**src/rtl/mcr_params.svh**
```systemverilog
// offsets, field positions, reset values and timing counts of the motor control register bank
`ifndef MCR_PARAMS_SVH
`define MCR_PARAMS_SVH

// ----------------------------------------------------------------
// register offsets (word index on the register port)
// ----------------------------------------------------------------
`define MCR_OFF_POS_WRITE 5'h00
`define MCR_OFF_WRAP_LIMIT 5'h01
`define MCR_OFF_INDEX_PRELOAD 5'h02
`define MCR_OFF_ENC_CTRL 5'h03
`define MCR_OFF_GATE_CFG 5'h04
`define MCR_OFF_CARRIER_PERIOD 5'h05
`define MCR_OFF_DEAD_TIME 5'h06
`define MCR_OFF_SYS_CTRL 5'h07
`define MCR_OFF_D_REF 5'h08
`define MCR_OFF_Q_REF 5'h09
`define MCR_OFF_VEL_SCALE 5'h0A
`define MCR_OFF_MOD_SCALE 5'h0B
`define MCR_OFF_FAULT_CTRL 5'h0C
`define MCR_OFF_POS_COUNT 5'h10
`define MCR_OFF_STATUS 5'h11
`define MCR_OFF_IRQ_STATUS 5'h12
`define MCR_OFF_IRQ_MASK 5'h13

// ----------------------------------------------------------------
// field positions
// ----------------------------------------------------------------
`define MCR_ENC_INDEX_LOAD_BIT 0
`define MCR_ENC_COUNT_ENABLE_BIT 1
`define MCR_GATE_TRIP_POL_BIT 0
`define MCR_GATE_LOW_POL_BIT 1
`define MCR_GATE_HIGH_POL_BIT 2
`define MCR_GATE_SHUTDOWN_BIT 3
`define MCR_GATE_ALIGN_BIT 4
`define MCR_SYS_BUS_COMP_BIT 0
`define MCR_SYS_OFFSET_BIT 1
`define MCR_SYS_VECTOR_BIT 2
`define MCR_SYS_GATE_EN_BIT 3
`define MCR_FLT_CLEAR_BIT 0
`define MCR_FLT_MONITOR_BIT 1
`define MCR_IRQ_WRAP_BIT 0
`define MCR_IRQ_INDEX_BIT 1
`define MCR_IRQ_TRIP_BIT 2

// ----------------------------------------------------------------
// reset values and timing
// ----------------------------------------------------------------
`define MCR_RESET_WORD 16'h0000
`define MCR_DEAD_TICK_PS 30000
`define MCR_CLK_PERIOD_PS 10000
// one dead-time tick in clock cycles, rounded up
`define MCR_DEAD_TICK_CYCLES ((`MCR_DEAD_TICK_PS + `MCR_CLK_PERIOD_PS - 1) / `MCR_CLK_PERIOD_PS)

`endif

```
**src/rtl/mcr_pkg.sv**
```systemverilog
// types shared by the motor control register bank
package mcr_pkg;

   // ----------------------------------------------------------------
   // register port request
   // ----------------------------------------------------------------
   typedef struct packed {
      logic [4:0] addr;
      logic [15:0] wdata;
      logic wr;
      logic rd;
   } mcr_req_t;

   // gate outputs of one phase leg
   typedef struct packed {
      logic high;
      logic low;
   } mcr_leg_t;

   typedef enum logic [1:0] {MCR_LEG_OFF, MCR_LEG_DEAD, MCR_LEG_ON} mcr_dead_state_t;

endpackage : mcr_pkg

```
**src/rtl/mcr_regs.sv**
```systemverilog
// host control and status register bank with encoder counter, gate polarity and dead time
//
// Local design decisions: the placing of the registers and the strobed register port.
`timescale 1ns/100ps
`include "mcr_params.svh"

module mcr_regs
(
   input wire logic clk,
   input wire logic reset_n,
   input wire mcr_pkg::mcr_req_t req,
   output logic [15:0] rdata,
   input wire logic count_pulse,
   input wire logic count_down,
   input wire logic index_pulse,
   input wire logic trip_pin,
   input wire logic pwm_demand,
   output mcr_pkg::mcr_leg_t gate_pins,
   output logic driver_shutdown,
   output logic bus_voltage_comp_enable,
   output logic current_offset_enable,
   output logic vector_loop_enable,
   output logic bus_monitor_enable,
   output logic fault_clear,
   output logic carrier_alignment_select,
   output logic [15:0] carrier_period_count,
   output logic [15:0] direct_axis_current_ref,
   output logic [15:0] quadrature_axis_current_ref,
   output logic [15:0] modulation_scale,
   output logic [15:0] velocity_scale,
   output logic irq
);

   // ----------------------------------------------------------------
   // control registers
   // ----------------------------------------------------------------
   logic [15:0] count_wrap_limit;
   logic [15:0] index_preload_count;
   logic index_load_enable;
   logic count_enable;
   logic trip_input_polarity;
   logic low_side_gate_polarity;
   logic high_side_gate_polarity;
   logic shutdown_field;
   logic [7:0] dead_time_count;
   logic gate_output_enable;
   logic [2:0] irq_status;
   logic [2:0] irq_mask;
   logic [15:0] position_count;
   logic trip_latched;

   function automatic logic hit(input mcr_pkg::mcr_req_t r, input logic [4:0] off);
      hit = r.wr && (r.addr == off);
   endfunction : hit

   // host writes land on the next edge and hold until rewritten
   always_ff @(posedge clk)
   begin
      if (!reset_n)
      begin
         count_wrap_limit <= `MCR_RESET_WORD;
         index_preload_count <= `MCR_RESET_WORD;
         index_load_enable <= 1'b0;
         count_enable <= 1'b0;
         trip_input_polarity <= 1'b0;
         low_side_gate_polarity <= 1'b0;
         high_side_gate_polarity <= 1'b0;
         shutdown_field <= 1'b0;
         carrier_alignment_select <= 1'b0;
         carrier_period_count <= `MCR_RESET_WORD;
         dead_time_count <= 8'h00;
         bus_voltage_comp_enable <= 1'b0;
         current_offset_enable <= 1'b0;
         vector_loop_enable <= 1'b0;
         gate_output_enable <= 1'b0;
         direct_axis_current_ref <= `MCR_RESET_WORD;
         quadrature_axis_current_ref <= `MCR_RESET_WORD;
         velocity_scale <= `MCR_RESET_WORD;
         modulation_scale <= `MCR_RESET_WORD;
         bus_monitor_enable <= 1'b0;
         irq_mask <= 3'h0;
      end
      else
      begin
         if (hit(req, `MCR_OFF_WRAP_LIMIT)) count_wrap_limit <= req.wdata;
         if (hit(req, `MCR_OFF_INDEX_PRELOAD)) index_preload_count <= req.wdata;
         if (hit(req, `MCR_OFF_ENC_CTRL))
         begin
            index_load_enable <= req.wdata[`MCR_ENC_INDEX_LOAD_BIT];
            count_enable <= req.wdata[`MCR_ENC_COUNT_ENABLE_BIT];
         end
         if (hit(req, `MCR_OFF_GATE_CFG))
         begin
            trip_input_polarity <= req.wdata[`MCR_GATE_TRIP_POL_BIT];
            low_side_gate_polarity <= req.wdata[`MCR_GATE_LOW_POL_BIT];
            high_side_gate_polarity <= req.wdata[`MCR_GATE_HIGH_POL_BIT];
            shutdown_field <= req.wdata[`MCR_GATE_SHUTDOWN_BIT];
            carrier_alignment_select <= req.wdata[`MCR_GATE_ALIGN_BIT];
         end
         if (hit(req, `MCR_OFF_CARRIER_PERIOD)) carrier_period_count <= req.wdata;
         if (hit(req, `MCR_OFF_DEAD_TIME)) dead_time_count <= req.wdata[7:0];
         if (hit(req, `MCR_OFF_SYS_CTRL))
         begin
            bus_voltage_comp_enable <= req.wdata[`MCR_SYS_BUS_COMP_BIT];
            current_offset_enable <= req.wdata[`MCR_SYS_OFFSET_BIT];
            vector_loop_enable <= req.wdata[`MCR_SYS_VECTOR_BIT];
            gate_output_enable <= req.wdata[`MCR_SYS_GATE_EN_BIT];
         end
         if (hit(req, `MCR_OFF_D_REF)) direct_axis_current_ref <= req.wdata;
         if (hit(req, `MCR_OFF_Q_REF)) quadrature_axis_current_ref <= req.wdata;
         if (hit(req, `MCR_OFF_VEL_SCALE)) velocity_scale <= req.wdata;
         if (hit(req, `MCR_OFF_MOD_SCALE)) modulation_scale <= req.wdata;
         if (hit(req, `MCR_OFF_FAULT_CTRL)) bus_monitor_enable <= req.wdata[`MCR_FLT_MONITOR_BIT];
         if (hit(req, `MCR_OFF_IRQ_MASK)) irq_mask <= req.wdata[2:0];
      end
   end

   // fault clear is a one-cycle strobe, not a stored level
   always_ff @(posedge clk)
   begin
      if (!reset_n)
         fault_clear <= 1'b0;
      else
         fault_clear <= hit(req, `MCR_OFF_FAULT_CTRL) && req.wdata[`MCR_FLT_CLEAR_BIT];
   end

   // ----------------------------------------------------------------
   // position counter
   // ----------------------------------------------------------------
   logic wrap_event;
   logic index_event;
   assign wrap_event = count_enable && count_pulse && !count_down && (position_count == count_wrap_limit);
   assign index_event = index_pulse && index_load_enable;

   // index load beats counting; a host write beats both since it is an explicit set
   always_ff @(posedge clk)
   begin
      if (!reset_n)
         position_count <= `MCR_RESET_WORD;
      else if (hit(req, `MCR_OFF_POS_WRITE))
         position_count <= req.wdata;
      else if (index_event)
         position_count <= index_preload_count;
      else if (count_enable && count_pulse)
      begin
         if (count_down)
            position_count <= (position_count == 16'h0000) ? count_wrap_limit : position_count - 16'h0001;
         else if (wrap_event)
            position_count <= 16'h0000;
         else
            position_count <= position_count + 16'h0001;
      end
   end

   // ----------------------------------------------------------------
   // trip sensing and driver shutdown
   // ----------------------------------------------------------------
   logic trip_active;
   assign trip_active = trip_input_polarity ? trip_pin : !trip_pin;

   // trip holds the gates off until the host clears the fault
   always_ff @(posedge clk)
   begin
      if (!reset_n)
         trip_latched <= 1'b0;
      else if (trip_active)
         trip_latched <= 1'b1;
      else if (fault_clear)
         trip_latched <= 1'b0;
   end

   // field value driven as-is: 0 holds the driver shut down
   // loaded beside the field so the pin never lags a write by an extra cycle
   always_ff @(posedge clk)
   begin
      if (!reset_n)
         driver_shutdown <= 1'b0;
      else if (hit(req, `MCR_OFF_GATE_CFG))
         driver_shutdown <= req.wdata[`MCR_GATE_SHUTDOWN_BIT];
   end

   // ----------------------------------------------------------------
   // dead time insertion
   // ----------------------------------------------------------------
   localparam logic [7:0] TICK_CYCLES = 8'(`MCR_DEAD_TICK_CYCLES);
   mcr_pkg::mcr_dead_state_t dead_state;
   logic [7:0] tick_count;
   logic [7:0] dead_left;
   logic leg_target;
   logic allowed;
   assign allowed = gate_output_enable && !trip_latched;

   // on a demand change both gates go off for dead_time_count ticks first
   always_ff @(posedge clk)
   begin
      if (!reset_n)
      begin
         dead_state <= mcr_pkg::MCR_LEG_OFF;
         tick_count <= 8'h00;
         dead_left <= 8'h00;
         leg_target <= 1'b0;
      end
      else
      begin
         unique case (dead_state)
            mcr_pkg::MCR_LEG_OFF:
               if (allowed)
               begin
                  dead_state <= mcr_pkg::MCR_LEG_DEAD;
                  leg_target <= pwm_demand;
                  dead_left <= dead_time_count;
                  tick_count <= 8'h00;
               end
            mcr_pkg::MCR_LEG_DEAD:
               if (!allowed)
                  dead_state <= mcr_pkg::MCR_LEG_OFF;
               else if (dead_left == 8'h00)
                  dead_state <= mcr_pkg::MCR_LEG_ON;
               else if (tick_count == TICK_CYCLES - 8'h01)
               begin
                  tick_count <= 8'h00;
                  dead_left <= dead_left - 8'h01;
               end
               else
                  tick_count <= tick_count + 8'h01;
            mcr_pkg::MCR_LEG_ON:
               if (!allowed)
                  dead_state <= mcr_pkg::MCR_LEG_OFF;
               else if (pwm_demand != leg_target)
               begin
                  dead_state <= mcr_pkg::MCR_LEG_DEAD;
                  leg_target <= pwm_demand;
                  dead_left <= dead_time_count;
                  tick_count <= 8'h00;
               end
         endcase
      end
   end

   // gates are driven inactive at their selected polarity outside the on state
   always_ff @(posedge clk)
   begin
      if (!reset_n)
      begin
         gate_pins.high <= 1'b1;
         gate_pins.low <= 1'b1;
      end
      else
      begin
         gate_pins.high <= high_side_gate_polarity ~^ (dead_state == mcr_pkg::MCR_LEG_ON && leg_target);
         gate_pins.low <= low_side_gate_polarity ~^ (dead_state == mcr_pkg::MCR_LEG_ON && !leg_target);
      end
   end

   // ----------------------------------------------------------------
   // interrupts: sticky, write one to clear, set wins
   // ----------------------------------------------------------------
   logic [2:0] irq_events;
   logic [2:0] irq_clear;
   assign irq_events = {trip_active, index_event, wrap_event};
   assign irq_clear = hit(req, `MCR_OFF_IRQ_STATUS) ? req.wdata[2:0] : 3'h0;

   always_ff @(posedge clk)
   begin
      if (!reset_n)
      begin
         irq_status <= 3'h0;
         irq <= 1'b0;
      end
      else
      begin
         irq_status <= (irq_status & ~irq_clear) | irq_events;
         irq <= |(((irq_status & ~irq_clear) | irq_events) & irq_mask);
      end
   end

   // ----------------------------------------------------------------
   // read port: data in the cycle after the strobe, unmapped reads zero
   // ----------------------------------------------------------------
   always_ff @(posedge clk)
   begin
      if (!reset_n)
         rdata <= `MCR_RESET_WORD;
      else if (req.rd)
      begin
         unique case (req.addr)
            `MCR_OFF_WRAP_LIMIT: rdata <= count_wrap_limit;
            `MCR_OFF_INDEX_PRELOAD: rdata <= index_preload_count;
            `MCR_OFF_ENC_CTRL: rdata <= {14'h0000, count_enable, index_load_enable};
            `MCR_OFF_GATE_CFG: rdata <= {11'h000, carrier_alignment_select, shutdown_field,
                                         high_side_gate_polarity, low_side_gate_polarity, trip_input_polarity};
            `MCR_OFF_CARRIER_PERIOD: rdata <= carrier_period_count;
            `MCR_OFF_DEAD_TIME: rdata <= {8'h00, dead_time_count};
            `MCR_OFF_SYS_CTRL: rdata <= {12'h000, gate_output_enable, vector_loop_enable,
                                         current_offset_enable, bus_voltage_comp_enable};
            `MCR_OFF_D_REF: rdata <= direct_axis_current_ref;
            `MCR_OFF_Q_REF: rdata <= quadrature_axis_current_ref;
            `MCR_OFF_VEL_SCALE: rdata <= velocity_scale;
            `MCR_OFF_MOD_SCALE: rdata <= modulation_scale;
            `MCR_OFF_FAULT_CTRL: rdata <= {14'h0000, bus_monitor_enable, 1'b0};
            `MCR_OFF_POS_COUNT: rdata <= position_count;
            `MCR_OFF_STATUS: rdata <= {13'h0000, trip_latched, dead_state == mcr_pkg::MCR_LEG_ON, trip_active};
            `MCR_OFF_IRQ_STATUS: rdata <= {13'h0000, irq_status};
            `MCR_OFF_IRQ_MASK: rdata <= {13'h0000, irq_mask};
            default: rdata <= 16'h0000;
         endcase
      end
      else
         rdata <= 16'h0000;
   end

endmodule : mcr_regs

```
**config.mk**
```make
export PLATFORM = sky130hd
export DESIGN_NAME = mcr_regs
export DESIGN_NICKNAME = d
export VERILOG_FILES = /design/src/rtl/mcr_pkg.sv /design/src/rtl/mcr_regs.sv
export VERILOG_INCLUDE_DIRS = /design/src /design/src/rtl
export SDC_FILE = /design/constraint.sdc
export NUM_CORES = 1
export LEC_CHECK = 0
export ABC_AREA = 1
export BUFFER_PORTS_ARGS = -buffer_cell sky130_fd_sc_hd__buf_4
export CAP_MARGIN = 20
export CORE_AREA = 3 3 160 224
export CTS_CLUSTER_SIZE = 14
export DETAILED_ROUTE_END_ITERATION = 8
export DIE_AREA = 0 0 163 227
export GPL_TIMING_DRIVEN = 0
export PLACE_DENSITY = 0.5
export SLEW_MARGIN = 10
export SYNTH_ARGS = -nofsm -noshare
export SYNTH_HDL_FRONTEND = slang
export SYNTH_SLANG_ARGS = --single-unit
```
**constraint.sdc**
```tcl
create_clock -name clk -period 2.22 [get_ports clk]
set_input_delay 0.555 -clock clk [delete_from_list [all_inputs] [get_ports clk]]
set_output_delay 0.555 -clock clk [all_outputs]
set_load 0.005 [all_outputs]
```
* After elaboration in Yosys (flattened, before gate mapping)
Cells that the tools add are included.
Word-level totals: bits in registers 194, bits in latches 0, RAM bits 0, ROM bits 0, word-level logic and storage cells 147, memories 0
Cells by class: add/subtract/negate cells 4, multipliers 0, divide/modulo/power cells 0, $lt $le $gt $ge 0, eq/ne operators 29, shift-type cells 0, muxes and demuxes 35, bitwise operators 6, reduce and logical (&&, ||, !) cells 40
Operators by type and width (count):
- one-hot mux 16 bit (16 select lines) | 1
- 2-to-1 mux 16 bit | 6
- 2-to-1 mux 8 bit | 12
- one-hot mux 8 bit (3 select lines) | 2
- equality test 5 x 4 -> 1 bit, second input constant | 5
- logical AND 1 bit | 23
- equality test 5 x 3 -> 1 bit, second input constant | 4
- equality test 5 bit, second input constant | 4
- adder 16 x 1 -> 16 bit, second input constant | 1
- equality test 16 bit | 1
- zero test 16 bit | 1
- subtractor 16 x 1 -> 16 bit, second input constant | 1
- inequality test 2 bit, second input constant | 6
- equality test 5 x 2 -> 1 bit, second input constant | 2
- 2-to-1 mux 2 bit | 5
- adder 8 x 1 -> 8 bit, second input constant | 1
- equality test 8 x 2 -> 1 bit, second input constant | 1
- zero test 8 bit | 1
- subtractor 8 x 1 -> 8 bit, second input constant | 1
- bitwise AND 3 bit | 2
- 2-to-1 mux 1 bit | 6
- inequality test 3 bit, second input constant | 2
- one-hot mux 2 bit (3 select lines) | 1
- AND reduction 6 bit | 1
- 19 further kinds | 24

* Logic depth before layout (Yosys ltp)
Gate-level depths: netlist of run 1.
depth in word-level cells 8, mapped depth 15, depth with buffers taken out 15

* Worst setup path before layout of run 1
Ideal clock, no wire load.
path kind reg-to-reg, start point reg dead_state[0], end point reg dead_left[0], setup time 74 ps, arrival time 1601 ps, data required time 2146 ps, setup slack 544 ps, stages on the path, launching flop included 11, period minus slack after synthesis 1676 ps, cells stage by stage dfxtp_1 > inv_1 > ha_1 > or2_1 > nand2_1 > nand2_1 > a21oi_2 > nand2_2 > inv_2 > o21ai_0 > a31oi_1
On the way: longest elaborated chain between the ends 3, elaborated cells between the ends (all ways) 11, those cells by class 8 x eq/ne; 1 x mux; 2 x reduce/logical
RTL lines:
- from (decl) | line mcr_regs.sv:186 | mcr_pkg::mcr_dead_state_t dead_state;
- from (signal assigned) | line mcr_regs.sv:198 | dead_state <= mcr_pkg::MCR_LEG_OFF;
- from (signal assigned) | line mcr_regs.sv:209 | dead_state <= mcr_pkg::MCR_LEG_DEAD;
- from (signal assigned) | line mcr_regs.sv:216 | dead_state <= mcr_pkg::MCR_LEG_OFF;
- equality test 2 x 1 -> 1 bit, or another cell as far along | line mcr_regs.sv:205 | unique case (dead_state)
- inequality test 2 bit (no source line)
- AND reduction 6 bit (no source line)
- to (signal assigned) | line mcr_regs.sv:211 | dead_left <= dead_time_count;
- to (signal assigned) | line mcr_regs.sv:222 | dead_left <= dead_left - 8'h01;
- to (signal assigned) | line mcr_regs.sv:233 | dead_left <= dead_time_count;
- to (decl) | line mcr_regs.sv:188 | logic [7:0] dead_left;
Several ways; a longest one is shown, not always the timed one. A chain may end at the register's enable or synchronous reset.

* Worst setup path in the final report of run 1
start point in req[18] (netlist bit), end point reg rdata[1]
On the way: longest elaborated chain between the ends 2, elaborated cells between the ends (all ways) 17, those cells by class 16 x eq/ne; 1 x mux
RTL lines:
- from (decl) | line mcr_regs.sv:11 | input wire mcr_pkg::mcr_req_t req,
- equality test 5 bit, or another cell as far along | line mcr_regs.sv:286 | unique case (req.addr)
- one-hot mux 16 bit (16 select lines) (*) | line mcr_regs.sv:286
- to (signal assigned) | line mcr_regs.sv:287 | `MCR_OFF_WRAP_LIMIT: rdata <= count_wrap_limit;
- to (signal assigned) | line mcr_regs.sv:288 | `MCR_OFF_INDEX_PRELOAD: rdata <= index_preload_count;
- to (signal assigned) | line mcr_regs.sv:289 | `MCR_OFF_ENC_CTRL: rdata <= {14'h0000, count_enable, index_load_enable};
- to (decl) | line mcr_regs.sv:12 | output logic [15:0] rdata,
Mark *: on every way between the ends. The rest lies on a longest branch, timed or not.

==> flow_metrics.env, run 1 <==
export IMPL_critPathRequiredTime_ns=2.50
export IMPL_place_hpwl_um=34350
export IMPL_die_area_um2=37000
export IMPL_vdd_ir_drop_worst_uv=501.2
export IMPL_yosysSeqAreaShare_pct=38.27
export IMPL_max_freq_mhz=471.2
export IMPL_fp_dieW_um=163
export IMPL_dr_pass1_iters=5
export IMPL_r2r_cells=10
export IMPL_crit_path_frequent_cell="nand2_1"
export IMPL_wirelength_um=43950
export IMPL_io_buffer_count=131
export IMPL_cts_buffers=17
export IMPL_finalHoldViolCount=0
export IMPL_synth_distinct_cells=47
export IMPL_crit_path_max_fanout=9
export IMPL_clk_pin_slew_worst_paths_ns=0.07
export IMPL_cp_top_family="simple AND/OR/NAND/NOR gates"
export IMPL_wl_met2_um=21320
export IMPL_synth_seq_cells=194
export IMPL_crit_buf_inv=3
export IMPL_totalPowerFinal_mw=8.530
export IMPL_top_layer_used="met4"
export IMPL_outcome="complete, no violations"
export IMPL_cts_htree_levels=4
export IMPL_whs_ns=0.4112
export IMPL_io_pins=136
export IMPL_die_y_um=227
export IMPL_worst_path_max_delay_cell="clkinvlp_4"
export IMPL_drt_met1_wl_um=17870
export IMPL_r2r_end="position_count[6]"
export IMPL_insertedDiodeCount=0
export IMPL_start_kind="input port"
export IMPL_slew_headroom_pct=33.10
export IMPL_dr_wl_met3_um=2516
export IMPL_r2r_start="position_count[1]"
export IMPL_clock_path_buffers=2
export IMPL_overflow=0
export IMPL_drive_gt1_share_pct=17.04
export IMPL_layout_nets=1665
export IMPL_slew_viol_final=0
export IMPL_syn_area_um2=10150
export IMPL_worstPathCellList="buf_4, nand2_1, inv_1, nand2_2, clkinvlp_4, nand2_1, o21ai_0, nor4_1, a31oi_1"
export IMPL_crit_type="in2reg"
export IMPL_ant_nets=0
export IMPL_track_usage_pct=23.53
export IMPL_synth_ff_type="dfxtp_1"
export IMPL_fin_crit_sh_pct=95.60
export IMPL_antenna_found_initial=0
export IMPL_max_stage_delay_ns=0.38
export IMPL_grt_pass1_wl_um=64560
export IMPL_setup_viol=0
export IMPL_root_buffer="clkbuf_16"
export IMPL_synth_nets=1514
export IMPL_clock_latency_ns=0.46
export IMPL_place_gp_congestion=0.9319
export IMPL_hp_start="req[4]"
export IMPL_fin_crit_ns=2.122
export IMPL_powerDensity_nw_per_um2=692.6
export IMPL_netlist_instances=1474
export IMPL_p_leak_nw=5.039
export IMPL_hold_path_depth=3
export IMPL_row_count=80
export IMPL_cts_tree="done"
export IMPL_start_util_pct=29.82
export IMPL_worst_slew_pin_slew_ns=1.003
export IMPL_async_flop_share_pct=0
export IMPL_synth_top_area_share_pct=38.27
export IMPL_arrival_ns=2.40
export IMPL_num_vias=10590
export IMPL_r2r_slack_ns=0.12
export IMPL_ys_warn_count=0
export IMPL_drt_iter0_markers=784
export IMPL_rsz0062_at_grt="yes"
export IMPL_clock_sinks=194
export IMPL_yosys_area_top_type="dfxtp_1"
export IMPL_ctsHoldBuffers=0
export IMPL_vias_per_cell=5.071
export IMPL_skew_ns=0.009023
export IMPL_whs_endpoint="irq_mask[2]"
export IMPL_drc_errors=0
export IMPL_synth_area_leaders="dfxtp_1 38%, nand2_1 11%, a21oi_1 9.4%"
export IMPL_syn_avg_cell_area_um2=6.885
export IMPL_synth_edf_count=0
export IMPL_grt_max_degree=17
export IMPL_routedWlPerCell_um=21.05
export IMPL_core_um2=34030
export IMPL_syn2layout_area_growth_pct=21.35
export IMPL_drv_cap=0
export IMPL_setup_worst_path_end_class="register"
export IMPL_grt_pass1_vias=10330
export IMPL_hold_path_class="in2reg"
==> worst min-delay path, delay by kind of cell <==
kind | cells | cell delay [ns]
AOI/OAI and AO/OA | 1 | 0.11
buffers and inverters | 2 | 0.16
==> synth_stat cells, drive strengths merged (5+ instances only) <==
cell / count
nand2: 321
a21oi: 194
dfxtp: 194
inv: 190
o21ai: 140
nand3: 116
nor2: 84
buf: 46
o22ai: 39
clkbuf: 36
nor3: 17
xor2: 16
a221oi: 15
ha: 10
nand4: 10
a31oi: 9
clkinv: 6
a211oi: 5
nor4: 5
==> sequential cells by signal, indices dropped and copies added, names as in the netlist, 2 cells and up <==
signal,flops
modulation_scale,16
dead_left,8
rdata,16
count_wrap_limit,16
carrier_period_count,16
position_count,16
irq_status,3
index_preload_count,16
tick_count,8
gate_pins,2
quadrature_axis_current_ref,16
direct_axis_current_ref,16
velocity_scale,16
dead_state,2
dead_time_count,8
irq_mask,3
==> power breakdown <==
group	internal [mW]	switching, mW	total, mW
clock network	1.75	1.46	3.21
logic	0.511	1.11	1.62
registers	3.61	0.0846	3.69
==> layout by cell type (no fill, tap or decap), types with 5 or more instances in the layout <==
master / instances
nor2_4: 12
a21oi_1: 190
nor3_1: 14
nand4_1: 10
a31oi_1: 9
clkinv_4: 7
buf_6: 7
ha_1: 9
nor2_1: 64
xor2_1: 16
nand2_1: 307
a221oi_1: 15
nor2_2: 7
nor4_1: 5
o21ai_0: 132
nand3_1: 110
nand2_2: 12
buf_4: 142
buf_2: 27
nand3_2: 6
o22ai_1: 39
dfxtp_1: 193
o21ai_1: 8
inv_2: 17
a211oi_1: 5
clkbuf_16: 17
inv_1: 173
clkbuf_1: 35
==> per-layer routing <==
layer | GRT usage (%) | up-vias
met5 | 0 | -
met4 | 12.80 | 0
met3 | 3.586 | 100
met2 | 40.15 | 386
met1 | 28.42 | 4901
li1 | - | 5202
==> layout make-up <==
type,instances,area (um2)
Fill cell,3746,21720
Multi-Input combinational cell,1002,5104
Sequential cell,194,3885
Timing Repair Buffer,132,991.0
Inverter,196,740.7
Tap cell,451,564.3
Clock buffer,20,466.7
Buffer,82,432.9
Clock inverter,11,131.4
==> cell families (layout without fill, tap and decap cells) <==
group / after synthesis / count (layout) / synth area share [%]
simple gates: 559 / 559 / 24.98
xor+xnor: 20 / 20 / 1.726
flops: 194 / 194 / 38.27
compound gates: 413 / 413 / 22.28
fa+ha+maj: 10 / 10 / 1.233
buf+inv: 278 / 441 / 11.52
==> timing repair <==
action / in CTS / in global routing
gates resized for setup: 1 / 6
setup endpoints to repair: 5 / 16
pin swaps: 0 / 2
endpoints found under the hold margin: 0 / 0
buffers inserted: 0 / 1
==> metrics by stage <==
stage / utilization, % / std cells / setup TNS, ns / worst slack (ns) / area (um2)
after floorplan: - / 1474 / 0 / 0.5444 / 10150
after global placement: 34.37 / 2056 / -13.33 / -0.3776 / 11700
after detailed placement: 34.37 / 2056 / -13.45 / -0.3297 / 11700
after CTS: 36.13 / 2087 / 0 / 0.002776 / 12300
after global routing: 36.19 / 2088 / -0.008095 / -0.008095 / 12320
final: 36.19 / 2088 / 0 / 0.09766 / 12320
==> how the worst max path moves through the flow <==
stage / from / depth (start not counted) / slack, ns / endpoint
after floorplan: dead_state[0] / 10 / 0.54 / dead_left[0]
after global routing: position_count[1] / 13 / -0.008 / position_count[12]
after global placement: reset_n / 5 / -0.38 / carrier_period_count[0]
after CTS: position_count[1] / 10 / 0.003 / position_count[6]
final: req[18] / 9 / 0.1 / rdata[1]
after detailed placement: req[18] / 9 / -0.33 / rdata[1]
(Power assumes the default switching activity.)
==> run 2: changes to the inputs <==
==> constraint.sdc (replaced) <==
create_clock -name clk -period 2.22 [get_ports clk]
set_input_delay 0 -clock clk [delete_from_list [all_inputs] [get_ports clk]]
set_output_delay 0 -clock clk [all_outputs]
set_load 0.005 [all_outputs]
==> run 2 against run 1 <==
  * Count of clock-buffer cells in the layout did not move
  * Setup slack got worse by 0.047 ns
  * Flip-flop and latch count unchanged
  * Worst hold slack worse by 0.37 ns
  * Final cell count is 1.1% higher
  * Clock power about the same
  * Sequential share of layout area fell by 0.54 points
==> flow_metrics.env, run 2 (same netlist as run 1, synthesis figures left out) <==
export IMPL_crit_type="in2reg"
export IMPL_slew_viol_final=0
export IMPL_io_buffer_count=131
export IMPL_start_util_pct=29.82
export IMPL_r2r_start="position_count[1]"
export IMPL_hold_path_class="in2reg"
export IMPL_grt_pass1_vias=10440
export IMPL_r2r_slack_ns=0.18
export IMPL_wirelength_um=44270
export IMPL_core_um2=34030
export IMPL_drt_iter0_markers=768
export IMPL_fp_dieW_um=163
export IMPL_skew_ns=0.009811
export IMPL_worst_slew_pin_slew_ns=1.011
export IMPL_io_pins=136
export IMPL_antenna_found_initial=0
export IMPL_r2r_cells=13
export IMPL_clock_sinks=194
export IMPL_r2r_end="position_count[12]"
export IMPL_drv_cap=0
export IMPL_totalPowerFinal_mw=8.571
export IMPL_final_cell_mix="307 x nand2_1, 193 x dfxtp_1, 190 x a21oi_1, 171 x inv_1, 148 x buf_4"
export IMPL_die_area_um2=37000
export IMPL_grt_max_degree=17
export IMPL_ant_nets=0
export IMPL_post_route_util_pct=36.82
export IMPL_start_kind="input port"
export IMPL_layout_nets=1688
export IMPL_routedWlPerCell_um=20.97
export IMPL_setup_worst_path_end_class="register"
export IMPL_clk_pin_slew_worst_paths_ns=0.07
export IMPL_cts_htree_levels=4
export IMPL_setup_viol=0
export IMPL_overflow=0
export IMPL_dr_pass1_iters=5
export IMPL_cts_buffers=17
export IMPL_die_y_um=227
export IMPL_vias_per_cell=5.074
export IMPL_slew_headroom_pct=32.61
export IMPL_fin_setup_tns_ns=0
export IMPL_num_vias=10710
export IMPL_clock_path_buffers=2
export IMPL_fin_crit_sh_pct=97.70
export IMPL_outcome="complete, no violations"
export IMPL_max_stage_delay_ns=0.54
export IMPL_drive_gt1_share_pct=17.17
export IMPL_syn2layout_area_growth_pct=23.46
export IMPL_critPathRequiredTime_ns=2.56
export IMPL_p_leak_nw=5.135
export IMPL_fin_crit_ns=2.169
export IMPL_clock_latency_ns=0.45
export IMPL_place_gp_congestion=0.9319
export IMPL_crit_path_max_fanout=10
export IMPL_finalHoldViolCount=0
export IMPL_row_count=80
export IMPL_hold_path_depth=5
export IMPL_final_common_cell="nand2_1"
export IMPL_insertedDiodeCount=0
export IMPL_dpl_cell_area_um2=11700
export IMPL_hp_start="req[20]"
export IMPL_track_usage_pct=23.65
export IMPL_worstPathCellList="dlygate4sd3_1, buf_4, nor3_4, nand2_2, clkinv_1, buf_2, a21oi_1, a31oi_1"
export IMPL_drc_errors=0
export IMPL_arrival_ns=2.51
export IMPL_powerDensity_nw_per_um2=684.1
export IMPL_stdcell_area_um2=12530
export IMPL_max_freq_mhz=461.0
export IMPL_vdd_ir_drop_worst_uv=499.2
export IMPL_worst_path_max_delay_cell="dlygate4sd3_1"
export IMPL_cts_tree="done"
export IMPL_place_hpwl_um=34350
export IMPL_whs_endpoint="bus_monitor_enable"
export IMPL_grt_pass1_wl_um=64980
export IMPL_root_buffer="clkbuf_16"
==> run 2: cell types whose count changed in the layout (fill, tap and decap cells not counted), sizes merged <==
cell / change
buf: +6
clkinv: +1
dlygate4sd3: +17
inv: -1
==> run 2: report_power, final <==
group | leakage, nW | switching (mW) | internal, mW | total, mW
Sequential | 1.57 | 0.0843 | 3.61 | 3.69
Clock | 0.296 | 1.47 | 1.75 | 3.23
Combinational | 3.27 | 1.12 | 0.534 | 1.65
==> run 2: worst max-delay path by stage <==
stage                      start                  to  cells after the start
6_report                 req[22]            rdata[0]                      8
3_3_place_gp   position_count[1]   position_count[6]                     10
3_5_place_dp   position_count[1]   position_count[6]                     10
2_1_floorplan      dead_state[0]        dead_left[0]                     10
5_1_grt        position_count[0]  position_count[12]                     13
4_1_cts        position_count[1]   position_count[6]                     10
==> run 2: area by class of cell <==
type / instances / area, um2
timing repair buffer: 155 / 1206
buffer: 82 / 431.7
clock inverter: 11 / 131.4
sequential: 194 / 3885
tap: 451 / 564.3
fill: 3731 / 21500
multi-input combinational: 1002 / 5104
inverter: 196 / 740.7
clock buffer: 20 / 466.7
==> run 2: per-layer routing <==
metal | vias up | routed length, um | global-route usage, %
li1 | 5245 | - | -
met1 | 4949 | 18040 | 28.52
met2 | 411 | 21460 | 40.46
met3 | 106 | 2483 | 3.586
met4 | 0 | 2283 | 12.78
met5 | - | 0 | 0
==> run 2: worst max-delay path: cells and delay by family <==
family                 cells  cell delay, ns
AO/OA/AOI/OAI              2            0.47
buffers and inverters      4            1.40
AND/OR/NAND/NOR            2            0.64
==> run 2: metrics by stage <==
stage | setup slack [ns] | hold WS (ns) | cells
floorplan | 0.5444 | 0.1432 | 1474
global placement | -0.02646 | 0.3136 | 2056
detailed placement | -0.02188 | 0.3186 | 2056
CTS | 0.002776 | 0.01427 | 2104
global route | -0.01671 | 0.04176 | 2111
finish | 0.05097 | 0.04211 | 2111
==> run 2: what timing repair did <==
action	4_1_cts	5_1_grt
hold endpoints to repair	83	0
pin swaps	0	2
hold buffers	17	0
endpoints found under the setup margin	5	14
buffers inserted	0	7
gates resized for setup	1	5
